### config.mk
export PLATFORM = sky130hd
export DESIGN_NAME = pmx_cfg_options
export DESIGN_NICKNAME = d
export VERILOG_FILES = /design/src/common/pmx_pkg.sv /design/src/hdl/pmx_cfg_options.sv /design/src/hdl/pmx_ext_window.sv
export VERILOG_INCLUDE_DIRS = /design/src /design/src/common
export SDC_FILE = /design/constraint.sdc
export NUM_CORES = 1
export LEC_CHECK = 0
export BUFFER_PORTS_ARGS = -buffer_cell sky130_fd_sc_hd__buf_2
export CORE_AREA = 2 2 122 124
export CTS_BUF_LIST = sky130_fd_sc_hd__clkbuf_16
export CTS_CLUSTER_SIZE = 14
export DETAILED_ROUTE_END_ITERATION = 10
export DIE_AREA = 0 0 124 126
export HOLD_SLACK_MARGIN = 0.1
export SETUP_SLACK_MARGIN = 0.1
export SYNTH_ARGS = -nofsm -noshare
export SYNTH_HDL_FRONTEND = slang
export SYNTH_SLANG_ARGS = --single-unit
### constraint.sdc
create_clock -name clock -period 3.6 [get_ports clock]
set_clock_uncertainty 0.15 [all_clocks]
set_input_delay 0.18 -clock clock [delete_from_list [all_inputs] [get_ports clock]]
set_output_delay 0.18 -clock clock [all_outputs]
set_load 0.05 [all_outputs]
### src/common/pmx_regs.svh
// Offsets, field widths and capability IDs for the capability option block
`ifndef PMX_REGS_SVH
`define PMX_REGS_SVH
`define PMX_EXT_SMALL_LO 12'he00
`define PMX_EXT_LARGE_LO 12'h600
`define PMX_EXT_HI 12'hfff
`define PMX_CAP_ID_MSIX 8'h11
`define PMX_CAP_ID_MSI 8'h05
`define PMX_BIR_W 3
`define PMX_TSIZE_W 11
`define PMX_BAR_COUNT 6
`define PMX_NO_BAR 3'h7
`endif

### src/common/pmx_pkg.sv
// Types for the capability option block
package pmx_pkg;
  typedef enum logic [1:0] {
    PMX_MSIX_EXTERNAL,
    PMX_MSIX_INTERNAL,
    PMX_MSIX_STREAM,
    PMX_MSIX_NONE
  } pmx_msix_mode_e;
  typedef enum logic [1:0] {
    PMX_EXT_NONE,
    PMX_EXT_SMALL,
    PMX_EXT_LARGE
  } pmx_ext_mode_e;
  typedef enum logic [1:0] {
    PMX_SPEED_2G5,
    PMX_SPEED_5G0,
    PMX_SPEED_8G0,
    PMX_SPEED_16G0
  } pmx_speed_e;
  typedef enum logic [1:0] {
    PMX_ROUTE_IDLE,
    PMX_ROUTE_CORE,
    PMX_ROUTE_APP,
    PMX_ROUTE_ZERO
  } pmx_route_e;
endpackage : pmx_pkg

### src/hdl/pmx_cfg_options.sv
// MSI-X capability encoding and extended configuration routing
// What this block does
// - Internal option: core holds table and array; application drives requests.
// - Option none: no MSI-X capability and no MSI-X interrupts.
// - Table size field holds vector count minus one.
// - Table sits at offset in chosen BAR; 64-bit BAR named by lower dword.
// - Pending array sits at offset in its chosen memory BAR.
// - Capability shown only when enabled and a memory BAR exists.
// - Small option routes offsets 0xe00 to 0xfff to the application.
// - Large option routes offsets 0x600 to 0xfff to the application.
// - No extended option gives no application extended space.
// - L0s offered only at 2.5 or 5.0 Gb/s.
// - No TLP processing hints capability.
// - Same MSI-X options with or without SR-IOV.
// - MSI-X structure present per function only if enabled for it.
// - No MSI capability with internal MSI-X option.
`include "pmx_regs.svh"
module pmx_cfg_options
  import pmx_pkg::*;
#(
  parameter int unsigned MAX_VECTORS = 2048
)
(
  input wire logic clock,
  input wire logic rst,
  input wire pmx_msix_mode_e msix_mode,
  input wire logic sriov_enable,
  input wire logic msix_cap_enable,
  input wire logic msi_cap_enable,
  input wire logic [`PMX_BAR_COUNT-1:0] bar_enable,
  input wire logic [`PMX_BAR_COUNT-1:0] bar_is_memory,
  input wire logic [`PMX_BAR_COUNT-1:0] bar_is_64,
  input wire logic [11:0] msix_vectors,
  input wire logic [2:0] table_bar,
  input wire logic [28:0] table_offset,
  input wire logic [2:0] pba_bar,
  input wire logic [28:0] pba_offset,
  input wire pmx_ext_mode_e ext_mode,
  input wire pmx_speed_e link_speed,
  input wire logic cfg_req,
  input wire logic cfg_write,
  input wire logic [11:0] cfg_addr,
  input wire logic cfg_core_claim,
  input wire logic [31:0] cfg_core_rdata,
  input wire logic [31:0] app_rdata,
  input wire logic msix_int_req,
  output logic app_req,
  output logic app_write,
  output logic [11:0] app_addr,
  output logic cfg_ack,
  output logic [31:0] cfg_rdata,
  output logic msix_present,
  output logic msi_present,
  output logic tph_present,
  output logic msix_table_in_core,
  output logic msix_stream_path,
  output logic msix_int_fire,
  output logic [`PMX_TSIZE_W-1:0] table_size_field,
  output logic [31:0] table_dword,
  output logic [31:0] pba_dword,
  output logic l0s_supported
);
  // ************************************
  // Helpers
  // ************************************
  // Lower dword BAR of a 64-bit pair is the even one
  function automatic logic bar_ok(input logic [2:0] bir, input logic [`PMX_BAR_COUNT-1:0] en,
                                  input logic [`PMX_BAR_COUNT-1:0] mem);
    logic ok;
    ok = 1'b0;
    if (bir < 3'(`PMX_BAR_COUNT)) begin
      ok = en[bir] & mem[bir];
    end
    return ok;
  endfunction : bar_ok

  // ************************************
  // Option decode state
  // ************************************
  logic msix_present_next;
  logic msi_present_next;
  logic core_table_next;
  logic stream_next;
  logic l0s_next;
  logic fire_next;
  logic [`PMX_TSIZE_W-1:0] tsize_next;
  logic [31:0] table_next;
  logic [31:0] pba_next;
  logic [2:0] table_bir;
  logic any_mem_bar;
  logic in_window;

  always_comb begin
    any_mem_bar = |(bar_enable & bar_is_memory);
    table_bir = table_bar;
    if (table_bar != 3'h0 && table_bar < 3'(`PMX_BAR_COUNT) && !table_bar[0] == 1'b0 &&
        bar_is_64[table_bar - 3'h1] && !bar_enable[table_bar]) begin
      table_bir = table_bar - 3'h1;
    end
    // gate on option, enable and a memory BAR
    msix_present_next = (msix_mode != PMX_MSIX_NONE) && msix_cap_enable && any_mem_bar &&
                        bar_ok(table_bir, bar_enable, bar_is_memory) &&
                        bar_ok(pba_bar, bar_enable, bar_is_memory);
    // MSI withheld when internal option shares its signals
    msi_present_next = msi_cap_enable && (msix_mode != PMX_MSIX_INTERNAL);
    core_table_next = msix_present_next && (msix_mode == PMX_MSIX_INTERNAL);
    stream_next = msix_present_next && (msix_mode == PMX_MSIX_STREAM);
    // requests only for external or internal options
    fire_next = msix_int_req && msix_present_next && !stream_next;
    // count minus one, clipped to range
    if (msix_vectors == 12'h000) begin
      tsize_next = '0;
    end else if (msix_vectors > 12'(MAX_VECTORS)) begin
      tsize_next = `PMX_TSIZE_W'(MAX_VECTORS - 1);
    end else begin
      tsize_next = `PMX_TSIZE_W'(msix_vectors - 12'h001);
    end
    table_next = {table_offset, table_bir};
    // pending array offset and BIR dword
    pba_next = {pba_offset, pba_bar};
    if (!msix_present_next) begin
      tsize_next = '0;
      table_next = '0;
      pba_next = '0;
    end
    // L0s only at the two lower speeds
    l0s_next = (link_speed == PMX_SPEED_2G5) || (link_speed == PMX_SPEED_5G0);
  end

  always_ff @(posedge clock) begin
    if (rst) begin
      msix_present <= 1'b0;
      msi_present <= 1'b0;
      msix_table_in_core <= 1'b0;
      msix_stream_path <= 1'b0;
      msix_int_fire <= 1'b0;
      table_size_field <= '0;
      table_dword <= '0;
      pba_dword <= '0;
      l0s_supported <= 1'b0;
    end else begin
      msix_present <= msix_present_next;
      msi_present <= msi_present_next;
      msix_table_in_core <= core_table_next;
      msix_stream_path <= stream_next;
      msix_int_fire <= fire_next;
      table_size_field <= tsize_next;
      table_dword <= table_next;
      pba_dword <= pba_next;
      l0s_supported <= l0s_next;
    end
  end

  assign tph_present = 1'b0;

  // ************************************
  // Config access routing
  // ************************************
  pmx_ext_window u_window (
    .addr(cfg_addr),
    .ext_mode(ext_mode),
    .in_window(in_window)
  );

  pmx_route_e route_reg;
  pmx_route_e route_next;
  logic [31:0] rdata_next;
  logic app_req_next;
  logic [11:0] app_addr_next;
  logic app_write_next;

  always_comb begin
    route_next = PMX_ROUTE_IDLE;
    app_req_next = 1'b0;
    app_write_next = 1'b0;
    app_addr_next = app_addr;
    rdata_next = 32'h0000_0000;
    if (cfg_req) begin
      // Core capabilities take priority over the app window
      if (cfg_core_claim) begin
        route_next = PMX_ROUTE_CORE;
        rdata_next = cfg_write ? 32'h0000_0000 : cfg_core_rdata;
      end else if (in_window) begin
        route_next = PMX_ROUTE_APP;
        app_req_next = 1'b1;
        app_write_next = cfg_write;
        app_addr_next = cfg_addr;
      end else begin
        route_next = PMX_ROUTE_ZERO;
      end
    end
  end

  always_ff @(posedge clock) begin
    if (rst) begin
      route_reg <= PMX_ROUTE_IDLE;
      app_req <= 1'b0;
      app_write <= 1'b0;
      app_addr <= 12'h000;
      cfg_rdata <= 32'h0000_0000;
    end else begin
      route_reg <= route_next;
      app_req <= app_req_next;
      app_write <= app_write_next;
      app_addr <= app_addr_next;
      cfg_rdata <= rdata_next;
    end
  end

  // Ack one cycle after the take, decoded from the registered route
  always_comb begin
    case (route_reg)
      PMX_ROUTE_CORE: cfg_ack = 1'b1;
      PMX_ROUTE_APP: cfg_ack = 1'b1;
      PMX_ROUTE_ZERO: cfg_ack = 1'b1;
      default: cfg_ack = 1'b0;
    endcase
  end
endmodule : pmx_cfg_options

### src/hdl/pmx_ext_window.sv
// Extended configuration window decoder
`include "pmx_regs.svh"
module pmx_ext_window
  import pmx_pkg::*;
(
  input wire logic [11:0] addr,
  input wire pmx_ext_mode_e ext_mode,
  output logic in_window
);
  // ************************************
  // Window decode
  // ************************************
  always_comb begin
    case (ext_mode)
      PMX_EXT_SMALL: in_window = (addr >= `PMX_EXT_SMALL_LO) && (addr <= `PMX_EXT_HI);
      PMX_EXT_LARGE: in_window = (addr >= `PMX_EXT_LARGE_LO) && (addr <= `PMX_EXT_HI);
      default: in_window = 1'b0;
    endcase
  end
endmodule : pmx_ext_window

# Word-level counts from Yosys, hierarchy flattened
# Index checks and enable logic that the tools add are counted.
# classes
n_addsub,2
mul,0
div,0
order_cmp,11
eq_ne,10
n_shift,0
mux,21
n_bitwise,7
n_reduce_logical,30
# ops
operator,count
$bmux 1 s3,6
$lt 3x4->1 const B,4
$logic_and 1x1->1,15
$ge 12x11->1 const B,1
$ge 12x12->1 const B,1
$gt 12x12->1 const B,1
$le 12x12->1 const B,1
$logic_not 12->1,1
$mux 1,12
$mux 11,1
$sub 11x1->11 const B,1
$lt 3x3->1 const B,3
$reduce_or 3->1,3
$eq 2x1->1 const B,4
$eq 2x2->1 const B,4
$reduce_or 4->1,2
$and 6x6->6,1
$reduce_or 6->1,1
$not 1->1,4
$reduce_or 2->1,2
$mux 3,1
$reduce_and 3->1,1
$reduce_bool 3->1,1
$sub 3x1->3 const B,1
7 further kinds,9
# word_totals
ff_bits,129
latchBits,0
ramBits,0
mem_bits_ro,0
output_inout_bits,129
wordCells,96
mem_count,0

# Logic depth before layout (Yosys ltp)
# Gate-level depths: netlist of the first run.
# logic_depth
depth_word,15
ltp_mapped,11

# Cells and area by module
# Synthesis of the first run repeated with hierarchy kept, for this count alone.
# hier_totals
cells_unflattened,398
hier_area_um2,4287.9
# by_module_without_submodules
mod,instances,cells_per_inst,area_per_inst_um2,seq_area_each_um2
pmx_cfg_options,1,392,4249.1,2582.5
pmx_ext_window,1,6,38.8,0.0

# Worst setup path before layout of the first run
# OpenSTA, ideal clock, no wires.
# synth_timing
kind,in2reg
from,in table_bar[0]
to,reg table_dword[15]
setup_time_ns,0.070
arrival_time_ns,2.187
slack_ns,1.193
path_stages,11
path_buffers,3
cell_sequence,buf_2 -> inv_1 -> ha_1 -> mux2i_1 -> o41ai_4 -> nand3_1 -> a21oi_1 -> o211ai_2 -> buf_4 -> buf_4 -> a21boi_1
# synth_between
elab_chain_len,14
elab_cells_between_ends,24
cone_classes,add/sub: 1; order compare: 2; mux: 10; bitwise: 2; reduce/logical: 9
# synth_rtl
element,line,text
"start, declared",pmx_cfg_options.sv:34,"input wire logic [2:0] table_bar,"
$sub 3x1->3 (tied with other cells),"pmx_cfg_options.sv:97, pmx_cfg_options.sv:98",
$bmux 1 s3 or $logic_and 1x1->1 (tied branches),"pmx_cfg_options.sv:97, pmx_cfg_options.sv:96",
$mux 1 (not written as such) or $logic_and 1x1->1 (tied branches),"pmx_cfg_options.sv:97, pmx_cfg_options.sv:96",
$logic_and 1x1->1 (2 in a row),pmx_cfg_options.sv:96,if (table_bar != 3'h0 && table_bar < 3'(`PMX_BAR_COUNT) && !table_bar[0] == 1'b0 &&
$mux 3 *,pmx_cfg_options.sv:96,
$bmux 1 s3,pmx_cfg_options.sv:72,ok = en[bir] & mem[bir];
$mux 1 (not written as such),pmx_cfg_options.sv:72,
$and 1x1->1,pmx_cfg_options.sv:72,
$mux 1 *,pmx_cfg_options.sv:71,if (bir < 3'(`PMX_BAR_COUNT)) begin
$logic_and 1x1->1 *,pmx_cfg_options.sv:101,msix_present_next = (msix_mode != PMX_MSIX_NONE) && msix_cap_enable && any_mem_bar &&
$logic_and 1x1->1 *,pmx_cfg_options.sv:102,"bar_ok(table_bir, bar_enable, bar_is_memory) &&"
$not 1->1 (no line) *,n/a,
$reduce_or 2->1 (no line) *,n/a,
"end signal, assigned",pmx_cfg_options.sv:148,table_dword <= table_next;
"end, declared",pmx_cfg_options.sv:59,"output logic [31:0] table_dword,"
# Mark *: on every way between the ends. The rest lies on a longest branch, timed or not. The select of a mux whose other input is x is not followed.
# A chain may end at the register's enable or synchronous reset.

# Worst setup path after layout of the first run
# layout_timing
from,in table_bar[0]
to,reg table_dword[2]
# layout_between
elab_chain_len,14
elab_cells_between_ends,24
cone_classes,add/sub: 1; order compare: 2; mux: 10; bitwise: 2; reduce/logical: 9
# layout_rtl
element,line
$sub 3x1->3 (tied with other cells),"pmx_cfg_options.sv:97, pmx_cfg_options.sv:98"
$bmux 1 s3 or $logic_and 1x1->1 (tied branches),"pmx_cfg_options.sv:97, pmx_cfg_options.sv:96"
$mux 1 (not written as such) or $logic_and 1x1->1 (tied branches),"pmx_cfg_options.sv:97, pmx_cfg_options.sv:96"
$logic_and 1x1->1 (2 in a row),pmx_cfg_options.sv:96
$mux 3 *,pmx_cfg_options.sv:96
$bmux 1 s3,pmx_cfg_options.sv:72
$mux 1 (not written as such),pmx_cfg_options.sv:72
$and 1x1->1,pmx_cfg_options.sv:72
$mux 1,pmx_cfg_options.sv:71
$logic_and 1x1->1,pmx_cfg_options.sv:101
$logic_and 1x1->1,pmx_cfg_options.sv:102
$not 1->1 (no line),n/a
$reduce_or 2->1 (no line),n/a
# Marks and branches as above.

==> flow_metrics.env, run 1 <==
export IMPL_clkTransAtPathRegs_ps=60
export IMPL_final_cell_area_um2=8258
export IMPL_synth_cells=415
export IMPL_seq_area_frac_synth=0.5601
export IMPL_area_growth_pct=79.10
export IMPL_postRouteAntennaNets=0
export IMPL_portBuffers=275
export IMPL_fmaxAchievable_ghz=0.3126
export IMPL_worstMarginPinSlew_ps=698.1
export IMPL_ys_ff_latch=129
export IMPL_final_setup_tns_ps=0
export IMPL_cp_slowest_cell="dlygate4sd3_1"
export IMPL_grt_usage=0.1955
export IMPL_synth_common_cells="dfxtp_1 (129), and2_1 (35), a21boi_1 (30), a21boi_2 (25)"
export IMPL_p_clk_frac=0.465
export IMPL_setup_viol=0
export IMPL_stdcell_count=1043
export IMPL_synthAdderAreaFrac=0.008141
export IMPL_internal_power_w=0.002624
export IMPL_synth_nets=603
export IMPL_place_inst=853
export IMPL_cts_buffer_depth=2
export IMPL_clock_latency_ps=400
export IMPL_p_total_w=0.003494
export IMPL_power_switching_w=0.0008701
export IMPL_gr_total_overflow=0
export IMPL_synthMuxAreaShare=0.02388
export IMPL_final_max_slew_violation_count=0
export IMPL_synth_top_family_by_area="compound AO/OA/AOI/OAI gates"
export IMPL_yosysMostFrequentCell="dfxtp_1"
export IMPL_async_flop_share=0
export IMPL_yosys_top_cells_area="dfxtp_1 (56%), a21boi_2 (6.1%), a21boi_1 (4.9%)"
export IMPL_hold_viol=0
export IMPL_vias=4728
export IMPL_htreeDepth=4
export IMPL_route_detailed_wl_per_inst_um=14.98
export IMPL_slowest_delay_ps=570
export IMPL_post_place_ws_ps=407.0
export IMPL_p_sw_frac=0.2490
export IMPL_row_count=44
export IMPL_path_delay_family="buffers and inverters"
export IMPL_nFillCells=1203
export IMPL_die_x_um=124
export IMPL_root_buffer="clkbuf_16"
export IMPL_drc=0
export IMPL_yosys_area_share_simple=0.1417
export IMPL_yosys_most_used_dff="dfxtp_1"
export IMPL_yosys_area_share_xor_xnor=0.009498
export IMPL_crit_path_end_kind="register"
export IMPL_ys_types=56
export IMPL_cts_buffers=17
export IMPL_dp_hpwl_mm=9.567
export IMPL_avgViaCountPerCell=4.533
export IMPL_grt_pass1_wl_mm=23.66
export IMPL_dr_pass1_iters=4
export IMPL_wl_met1_mm=5.919
export IMPL_rsz0062_at_grt="no"
export IMPL_pwr_share_comb=0.120
export IMPL_cp_required_ps=3800
export IMPL_drt_iter0_drc=223
export IMPL_avgSynthCellArea_um2=11.11
export IMPL_path_cells="dlygate4sd3_1, buf_2, inv_1, ha_1, mux2i_1, o41ai_4, nand3_1, nand4_1, nand3_1, a211oi_1, dlygate4sd3_1"
export IMPL_worst_slack_ps=401.2
export IMPL_p_leak_nw=4.024
export IMPL_status="completed"
export IMPL_min_path_type="primary input to register"
export IMPL_fin_crit_sh=0.8885
export IMPL_die_area_um2=15620
export IMPL_diodes=0
export IMPL_dpl_cell_area_um2=6115
export IMPL_route_met2_wl_mm=8.265
export IMPL_grt_pass1_vias=4926
export IMPL_worstSetupStartpointType="primary input"
export IMPL_highest_layer="met4"
export IMPL_clock_sinks=129
export IMPL_wl_met3_mm=1.099
export IMPL_netlist_area_um2=4611
export IMPL_grt_max_degree=75
export IMPL_pwr_share_seq=0.415
export IMPL_synth_warnings=0
export IMPL_coreArea_um2=14310
export IMPL_yosys_area_top_type="dfxtp_1"
export IMPL_cp_num_buf_inv=4
export IMPL_slew_headroom=0.5346
export IMPL_finalNetCount=1034
export IMPL_maxCapViolCount=0
export IMPL_period_needed_ps=3199
export IMPL_yosysTopAreaCellShare=0.5601
export IMPL_drt_wl_total_mm=15.62
export IMPL_routabilityCongestion=0.9223
export IMPL_ir_worst_vdd_v=0.0003482
export IMPL_synth_edf_count=0
export IMPL_power_density_nw_per_um2=423.1
export IMPL_cts_tree="built"
export IMPL_antenna_found_initial=0
export IMPL_worstSetupPathType="primary input to register"
export IMPL_dieHeight_um=126
export IMPL_cp_arrival_ps=3400
export IMPL_post_cts_buffers=0
export IMPL_ios=314
export IMPL_drive_gt1_frac=0.4109
export IMPL_reg_top3="cfg_rdata x32, pba_dword x32, table_dword x32"
export IMPL_start_util=0.3221
export IMPL_synth_compound_area_share=0.2174
export IMPL_cp_max_fo=8
==> logic make-up after synthesis <==
logic type / Yosys count
AOI/OAI and AO/OA: 119
xor gates and xnor gates: 5
adders and majority gates: 3
buffers and inverters: 31
DFF: 129
muxes: 11
other: 1
and+or+nand+nor: 116
==> metrics by stage <==
step,hold WS (ps),utilization
2_1_floorplan,96.69,-
3_3_place_gp,181.8,0.4272
3_5_place_dp,186.2,0.4272
4_1_cts,150.8,0.5767
5_1_grt,198.1,0.5769
6_report,169.4,0.5769
==> what timing repair did <==
action                                 in CTS  in global routing
gates resized for setup                     0                  1
setup endpoints to repair                   0                  5
hold buffers                              158                  0
endpoints found under the hold margin     127                  0
==> placed cells by master (no fill, tap or decap), drive strengths merged, types with 2 or more instances in the layout <==
cell | synthesis | final
nor2 | 18 | 18
ha | 3 | 3
nor4 | 2 | 2
o211ai | 3 | 3
clkbuf | 7 | 17
dfxtp | 129 | 129
nand2 | 24 | 24
o21a | 3 | 3
a32oi | 3 | 3
mux2i | 11 | 11
inv | 7 | 13
and2 | 35 | 35
nor3b | 5 | 5
nand4 | 2 | 2
or3 | 3 | 3
nand3 | 13 | 13
xnor2 | 2 | 2
o21ai | 11 | 11
a2111oi | 2 | 2
a21oi | 28 | 28
a22oi | 3 | 3
or2 | 2 | 2
nor2b | 2 | 2
a21boi | 58 | 58
dlygate4sd3 | 0 | 158
a211oi | 3 | 3
buf | 17 | 278
clkinv | 0 | 7
nor3 | 2 | 2
xor2 | 3 | 3
nand2b | 3 | 3
==> routing by layer <==
metal | track usage | vias up
met4 | 0.07535 | 0
li1 | - | 2301
met3 | 0.05933 | 26
met2 | 0.3601 | 190
met5 | 0 | -
met1 | 0.2047 | 2211
==> worst register-to-register path, delay by kind of cell, from the launching register on <==
kind	cells	cell delay, ps
DFF	1	310
muxes	1	170
buffers and inverters	1	580
and+or+nand+nor	1	80
==> power by group through the flow <==
stage / combinational (W) / sequential (W) / clock, W
after CTS: 0.000412 / 0.00145 / 0.00165
after global routing: 0.000447 / 0.00145 / 0.00173
after detailed placement: 0.000289 / 0.00148 / 0
final: 0.000418 / 0.00145 / 0.00163
after floorplan: 0.000104 / 0.00154 / 0
after global placement: 0.000284 / 0.00148 / 0
==> final timing paths <==
| path | start | endpoint | slack, ps | depth (start not counted) |
|---|---|---|---|---|
| hold / removal | msix_vectors[7] | table_size_field[7] | 170 | 4 |
| hold reg to reg | app_addr[11] | app_addr[11] | 870 | 3 |
| setup reg to reg | app_addr[1] | app_addr[1] | 2190 | 3 |
| setup / recovery | table_bar[0] | table_dword[2] | 400 | 11 |
==> area by class of cell <==
cell class / count / area, um^2 / share of cell area
Clock inverter: 15 / 132.6 / 0.01606
Multi-Input combinational cell: 255 / 1864 / 0.2258
Inverter: 7 / 26.28 / 0.003182
Sequential cell: 129 / 2582 / 0.3127
Tap cell: 184 / 230.2 / 0.02788
Clock buffer: 17 / 425.4 / 0.05152
Timing Repair Buffer: 436 / 2997 / 0.3629
Note: power is estimated with default switching activity, not from simulation.
==> run 2, diff against run 1 <==
--- a/config.mk
+++ b/config.mk
@@ -7,12 +7,13 @@
 export NUM_CORES = 1
 export LEC_CHECK = 0
 export BUFFER_PORTS_ARGS = -buffer_cell sky130_fd_sc_hd__buf_2
-export CORE_AREA = 2 2 122 124
+export CORE_MARGIN = 4
+export CORE_UTILIZATION = 35
 export CTS_BUF_LIST = sky130_fd_sc_hd__clkbuf_16
 export CTS_CLUSTER_SIZE = 14
 export DETAILED_ROUTE_END_ITERATION = 10
-export DIE_AREA = 0 0 124 126
 export HOLD_SLACK_MARGIN = 0.1
+export PLACE_DENSITY = 0.69
 export SETUP_SLACK_MARGIN = 0.1
 export SYNTH_ARGS = -nofsm -noshare
 export SYNTH_HDL_FRONTEND = slang
==> run 2 against run 1 <==
Non-clock buffer count is 9 higher; final cell count hardly changed; worst setup slack worse by 170 ps; sequential share of layout area is 0.40 points lower; critical path type unchanged; combinational power is 4% higher; maximum frequency is 5.0% lower; worst hold slack worse by 24 ps; clock-buffer cell count stayed put.
==> flow_metrics.env, run 2 (synthesis results as in run 1) <==
export IMPL_ir_worst_vdd_v=0.0003270
export IMPL_cpMostUsedCell="dlygate4sd3_1"
export IMPL_p_sw_frac=0.2384
export IMPL_fmaxAchievable_ghz=0.2970
export IMPL_vias=4936
export IMPL_crit_path_end_kind="register"
export IMPL_post_place_ws_ps=772.9
export IMPL_routabilityCongestion=0.9313
export IMPL_multiInputGateArea_um2=1883
export IMPL_area_growth_pct=81.41
export IMPL_route_detailed_wl_per_inst_um=17.00
export IMPL_worstSetupPathType="primary input to register"
export IMPL_nFillCells=910
export IMPL_final_setup_tns_ps=0
export IMPL_drc=0
export IMPL_setup_worst_path_start="table_bar[0]"
export IMPL_pwr_share_seq=0.425
export IMPL_ios=314
export IMPL_worstSetupStartpointType="primary input"
export IMPL_power_density_nw_per_um2=408.1
export IMPL_grt_pass1_vias=5208
export IMPL_dieHeight_um=122.8
export IMPL_power_switching_w=0.0008138
export IMPL_path_cells="dlygate4sd3_1, buf_2, inv_1, ha_1, mux2i_1, o41ai_4, buf_4, nand3_1, a21oi_2, o211ai_4, buf_12, a32oi_1, dlygate4sd3_1"
export IMPL_p_leak_nw=4.087
export IMPL_hold_viol=0
export IMPL_period_needed_ps=3367
export IMPL_worst_slack_ps=232.6
export IMPL_reg2reg_slack_ps=2150
export IMPL_cp_required_ps=3790
export IMPL_rsz0062_at_grt="no"
export IMPL_htreeDepth=4
export IMPL_die_area_um2=15070
export IMPL_drt_wl_total_mm=17.72
export IMPL_setup_viol=0
export IMPL_drt_iter0_drc=296
export IMPL_cts_buffer_depth=2
export IMPL_cp_num_buf_inv=6
export IMPL_dr_pass1_iters=5
export IMPL_rr_startpoint="app_addr[8]"
export IMPL_start_util=0.3610
export IMPL_reg_top3="cfg_rdata x32, pba_dword x32, table_dword x32"
export IMPL_antenna_found_initial=0
export IMPL_gr_total_overflow=0
export IMPL_postRouteAntennaNets=0
export IMPL_final_common_cell="buf_2"
export IMPL_fin_crit_sh=0.9354
export IMPL_maxCapViolCount=0
export IMPL_pwr_share_comb=0.127
export IMPL_slew_headroom=0.4645
export IMPL_drive_gt1_frac=0.4124
export IMPL_cp_slowest_cell="dlygate4sd3_1"
export IMPL_row_count=41
export IMPL_grt_usage=0.2223
export IMPL_holdWs_ps=145.2
export IMPL_p_clk_frac=0.447
export IMPL_coreArea_um2=12770
export IMPL_worstMarginPinSlew_ps=782.9
export IMPL_hp_start="msix_vectors[7]"
export IMPL_die_x_um=122.8
export IMPL_cts_tree="built"
export IMPL_clock_latency_ps=400
export IMPL_internal_power_w=0.002600
export IMPL_root_buffer="clkbuf_16"
export IMPL_cp_max_fo=46
export IMPL_slowest_delay_ps=590
export IMPL_dp_hpwl_mm=10.34
export IMPL_grt_max_degree=74
export IMPL_finalNetCount=1043
export IMPL_avgViaCountPerCell=4.737
export IMPL_clkTransAtPathRegs_ps=50
export IMPL_path_delay_family="buffers and inverters"
export IMPL_cts_buffers=17
export IMPL_seq_area_um2=2582
export IMPL_grt_pass1_wl_mm=25.83
export IMPL_min_path_type="primary input to register"
export IMPL_cp_arrival_ps=3560
export IMPL_clock_sinks=129
export IMPL_portBuffers=275
export IMPL_final_max_slew_violation_count=0
export IMPL_status="completed"
export IMPL_layout_common_cells="buf_2 (275), dlygate4sd3_1 (161), dfxtp_1 (129)"
run 2: cell type report:
cell class,instances,area share
antenna,2,0.0005984
clock buffer,17,0.05086
clock inverter,15,0.01242
inverter,7,0.003141
multi-input combinational,255,0.2251
sequential,129,0.3088
tap,172,0.02573
timing repair buffer,445,0.3734
run 2: final timing paths:
path                              end  cells after the start
setup / recovery  table_size_field[5]                     13
hold / removal    table_size_field[7]                      3
setup reg to reg          app_addr[8]                      3
hold reg to reg          app_addr[11]                      3
run 2: power by group through the flow:
stage                     Combinational [W]  Clock [W]  Sequential [W]
after global routing               0.000462    0.00162         0.00145
after floorplan                    0.000104          0         0.00154
after global placement             0.000284          0         0.00148
after detailed placement           0.000290          0         0.00148
after CTS                          0.000414    0.00156         0.00145
final                              0.000435    0.00153         0.00145
run 2: per-layer routing:
| layer | GRT usage | share of wire | wire [um] |
|---|---|---|---|
| met1 | 0.2244 | 0.36 | 6321 |
| met4 | 0.1071 | 0.028 | 501 |
| met5 | 0 | 0 | 0 |
| met3 | 0.06129 | 0.079 | 1393 |
| met2 | 0.4172 | 0.54 | 9501 |
run 2: metrics by stage:
step | cells | cell area, um^2 | power (W) | util
finish | 1042 | 8364 | 0.003413 | 0.6548
global route | 1040 | 8359 | 0.003532 | 0.6544
CTS | 1035 | 8260 | 0.003427 | 0.6467
detailed placement | 842 | 6120 | 0.001771 | 0.4791
global placement | 842 | 6120 | 0.001764 | 0.4791
floorplan | 415 | 4611 | 0.001643 | -
run 2: tightest hold or removal path, cell delays in order:
cell and delay [ps]:
buf_2 140, o21ai_0 210, a32oi_1 110
run 2: repair_timing:
item,4_1_cts,5_1_grt
gates resized for setup,0,6
setup buffers,0,3
endpoints found under the setup margin,0,1
hold endpoints to repair,126,0
hold buffers,161,0
==> run 3, diff against run 2 <==
--- a/config.mk
+++ b/config.mk
@@ -7,14 +7,15 @@
 export NUM_CORES = 1
 export LEC_CHECK = 0
 export BUFFER_PORTS_ARGS = -buffer_cell sky130_fd_sc_hd__buf_2
-export CORE_MARGIN = 4
-export CORE_UTILIZATION = 35
+export CORE_AREA = 4 4 120 122
 export CTS_BUF_LIST = sky130_fd_sc_hd__clkbuf_16
 export CTS_CLUSTER_SIZE = 14
 export DETAILED_ROUTE_END_ITERATION = 10
+export DIE_AREA = 0 0 124 126
 export HOLD_SLACK_MARGIN = 0.1
-export PLACE_DENSITY = 0.69
+export PLACE_DENSITY = 0.66
 export SETUP_SLACK_MARGIN = 0.1
 export SYNTH_ARGS = -nofsm -noshare
 export SYNTH_HDL_FRONTEND = slang
+export SYNTH_HIERARCHICAL = 1
 export SYNTH_SLANG_ARGS = --single-unit
==> run 3 against run 2 <==
Clock-buffer cell count unchanged; sequential power about the same; total power down 3.3%; synthesized cell count down 4.1%; highest routed layer unchanged; global-route usage down 3.5 points; worst hold slack better by 5.0 ps.
==> flow_metrics.env, run 3 <==
export IMPL_place_inst=835
export IMPL_endpoint="msix_int_fire"
export IMPL_yosys_area_top_type="dfxtp_1"
export IMPL_dieHeight_um=126
export IMPL_die_x_um=124
export IMPL_diodes=0
export IMPL_area_growth_pct=82.87
export IMPL_layout_common_cells="buf_2 (275), dlygate4sd3_1 (149), dfxtp_1 (129)"
export IMPL_cts_buffer_depth=2
export IMPL_yosys_most_used_dff="dfxtp_1"
export IMPL_yosysMostFrequentCell="dfxtp_1"
export IMPL_dp_hpwl_mm=9.432
export IMPL_reg2regPathDepth=3
export IMPL_grt_pass1_wl_mm=22.81
export IMPL_hp_start="msix_vectors[4]"
export IMPL_rr_startpoint="app_addr[10]"
export IMPL_cts_buffers=17
export IMPL_drc=0
export IMPL_drive_gt1_frac=0.4052
export IMPL_slew_headroom=0.6455
export IMPL_cts_tree="built"
export IMPL_synth_warnings=6
export IMPL_power_density_nw_per_um2=420.8
export IMPL_coreArea_um2=13190
export IMPL_dpl_cell_area_um2=5814
export IMPL_cp_required_ps=3740
export IMPL_worstSetupStartpointType="primary input"
export IMPL_grt_max_degree=42
export IMPL_postRouteAntennaNets=0
export IMPL_die_area_um2=15620
export IMPL_start_util=0.3251
export IMPL_clkTransAtPathRegs_ps=50
export IMPL_setup_worst_path_start="table_bar[0]"
export IMPL_final_cell_area_um2=7841
export IMPL_hold_viol=0
export IMPL_root_buffer="clkbuf_16"
export IMPL_ios=314
export IMPL_cp_max_fo=36
export IMPL_p_leak_nw=3.982
export IMPL_gr_total_overflow=0
export IMPL_route_detailed_wl_per_inst_um=14.57
export IMPL_grt_usage=0.1873
export IMPL_period_needed_ps=3373
export IMPL_antenna_found_initial=0
export IMPL_rsz0062_at_grt="no"
export IMPL_p_total_w=0.003300
export IMPL_routabilityCongestion=0.8351
export IMPL_async_flop_share=0
export IMPL_yosysTopAreaCellShare=0.6023
export IMPL_dr_pass1_iters=5
export IMPL_vias=4432
export IMPL_drt_iter0_drc=135
export IMPL_avgViaCountPerCell=4.367
export IMPL_avgSynthCellArea_um2=10.77
export IMPL_fmaxAchievable_ghz=0.2965
export IMPL_final_max_slew_violation_count=0
export IMPL_stdcell_count=1015
export IMPL_clock_latency_ps=410
export IMPL_maxCapViolCount=0
export IMPL_status="completed"
export IMPL_finalNetCount=1015
export IMPL_ys_types=50
export IMPL_ys_ff_latch=129
export IMPL_worst_slack_ps=227.0
export IMPL_final_setup_tns_ps=0
export IMPL_grt_pass1_vias=4843
export IMPL_seq_area_frac_synth=0.6023
export IMPL_synth_nets=586
export IMPL_final_common_cell="buf_2"
export IMPL_worstMarginPinSlew_ps=528.3
export IMPL_clock_sinks=129
export IMPL_setup_viol=0
export IMPL_worstSetupPathType="primary input to register"
export IMPL_crit_path_end_kind="register"
export IMPL_fin_crit_sh=0.9370
export IMPL_yosys_top_cells_area="dfxtp_1 (60%), and2_1 (10%), and2_4 (5.1%)"
export IMPL_cp_arrival_ps=3510
export IMPL_synth_cells=398
export IMPL_portBuffers=275
export IMPL_ir_worst_vdd_v=0.0002403
export IMPL_row_count=42
export IMPL_drt_wl_total_mm=14.79
export IMPL_netlist_area_um2=4288
export IMPL_htreeDepth=4
export IMPL_min_path_type="primary input to register"
export IMPL_reg2reg_to="app_addr[10]"
export IMPL_post_place_ws_ps=764.1
export IMPL_synth_edf_count=0
export IMPL_reg_top3="cfg_rdata x32, pba_dword x32, table_dword x32"
export IMPL_synth_common_cells="dfxtp_1 (129), and2_1 (71), nand2_1 (38), and2_4 (25), a21oi_1 (19)"
export IMPL_reg2reg_slack_ps=2280
## run 3: cell count changes after synthesis, sizes merged, moves of 10 or more
cell | before | now
and2 | 35 | 96
a21boi | 58 | 0
nand2 | 24 | 38
buf | 17 | 6
and3 | 0 | 10
mux2i | 11 | 1
## run 3: stage by stage
step / hold slack (ps) / utilization
4_1_cts: 109.5 / 0.5919
3_5_place_dp: 189.1 / 0.4408
6_report: 150.2 / 0.5945
3_3_place_gp: 180.9 / 0.4408
5_1_grt: 173.3 / 0.5945
2_1_floorplan: 96.69 / -
## run 3: cells by family (layout without fill, tap and decap cells)
family,count (synthesis),count (layout),synth area share
other,1,1,0.0008746
XOR/XNOR,7,7,0.01430
AO/OA/AOI/OAI,40,40,0.06536
flip-flops,129,129,0.6023
adder cells (fa/ha/maj),3,3,0.008755
AND/OR/NAND/NOR,191,191,0.2711
buffers and inverters,24,465,0.02889
multiplexers,3,3,0.008461
## run 3: repair_timing
| item | 4_1_cts | 5_1_grt |
|---|---|---|
| hold buffers | 149 | 0 |
| setup buffers | 0 | 0 |
| setup endpoints to repair | 0 | 3 |
| endpoints found under the hold margin | 127 | 0 |
| resized for setup | 0 | 6 |
## run 3: report_power, final
part           total, W  switching, W  internal (W)
sequential      0.00145    0.00000506       0.00145
clock           0.00145      0.000594      0.000855
combinational  0.000398      0.000188      0.000211
## run 3: worst min path at each step
stage	to	slack, ps	depth (start not counted)
global placement	l0s_supported	180	2
CTS	table_dword[1]	110	4
floorplan	l0s_supported	100	1
finish	table_size_field[7]	150	5
global route	table_size_field[9]	170	5
detailed placement	l0s_supported	190	2
## run 3: layer usage
| metal | up-vias | track usage | share of wire |
|---|---|---|---|
| met5 | - | 0 | 0 |
| met4 | 0 | 0.07796 | 0.025 |
| met3 | 33 | 0.06188 | 0.084 |
| met2 | 192 | 0.3611 | 0.55 |
| met1 | 2047 | 0.1762 | 0.34 |
| li1 | 2160 | - | - |
## run 3: layout make-up
| class | instances | area (um^2) |
|---|---|---|
| clock inverters | 14 | 76.32 |
| flip-flops and latches | 129 | 2582 |
| well taps | 176 | 220.2 |
| inverters | 7 | 26.28 |
| repair buffers | 427 | 2905 |
| clock buffers | 17 | 425.4 |
| multi-input cells | 245 | 1605 |
| fillers | 1099 | 5349 |
## run 3: critical path, cell delays in order
cell and delay (ps):
dlygate4sd3_1 520, buf_2 170, inv_1 140, ha_4 320, mux2_4 310, o22ai_4 240, nor2_2 120, o21ba_1 190
o311a_2 410, buf_8 190, and3_1 180, dlygate4sd3_1 550
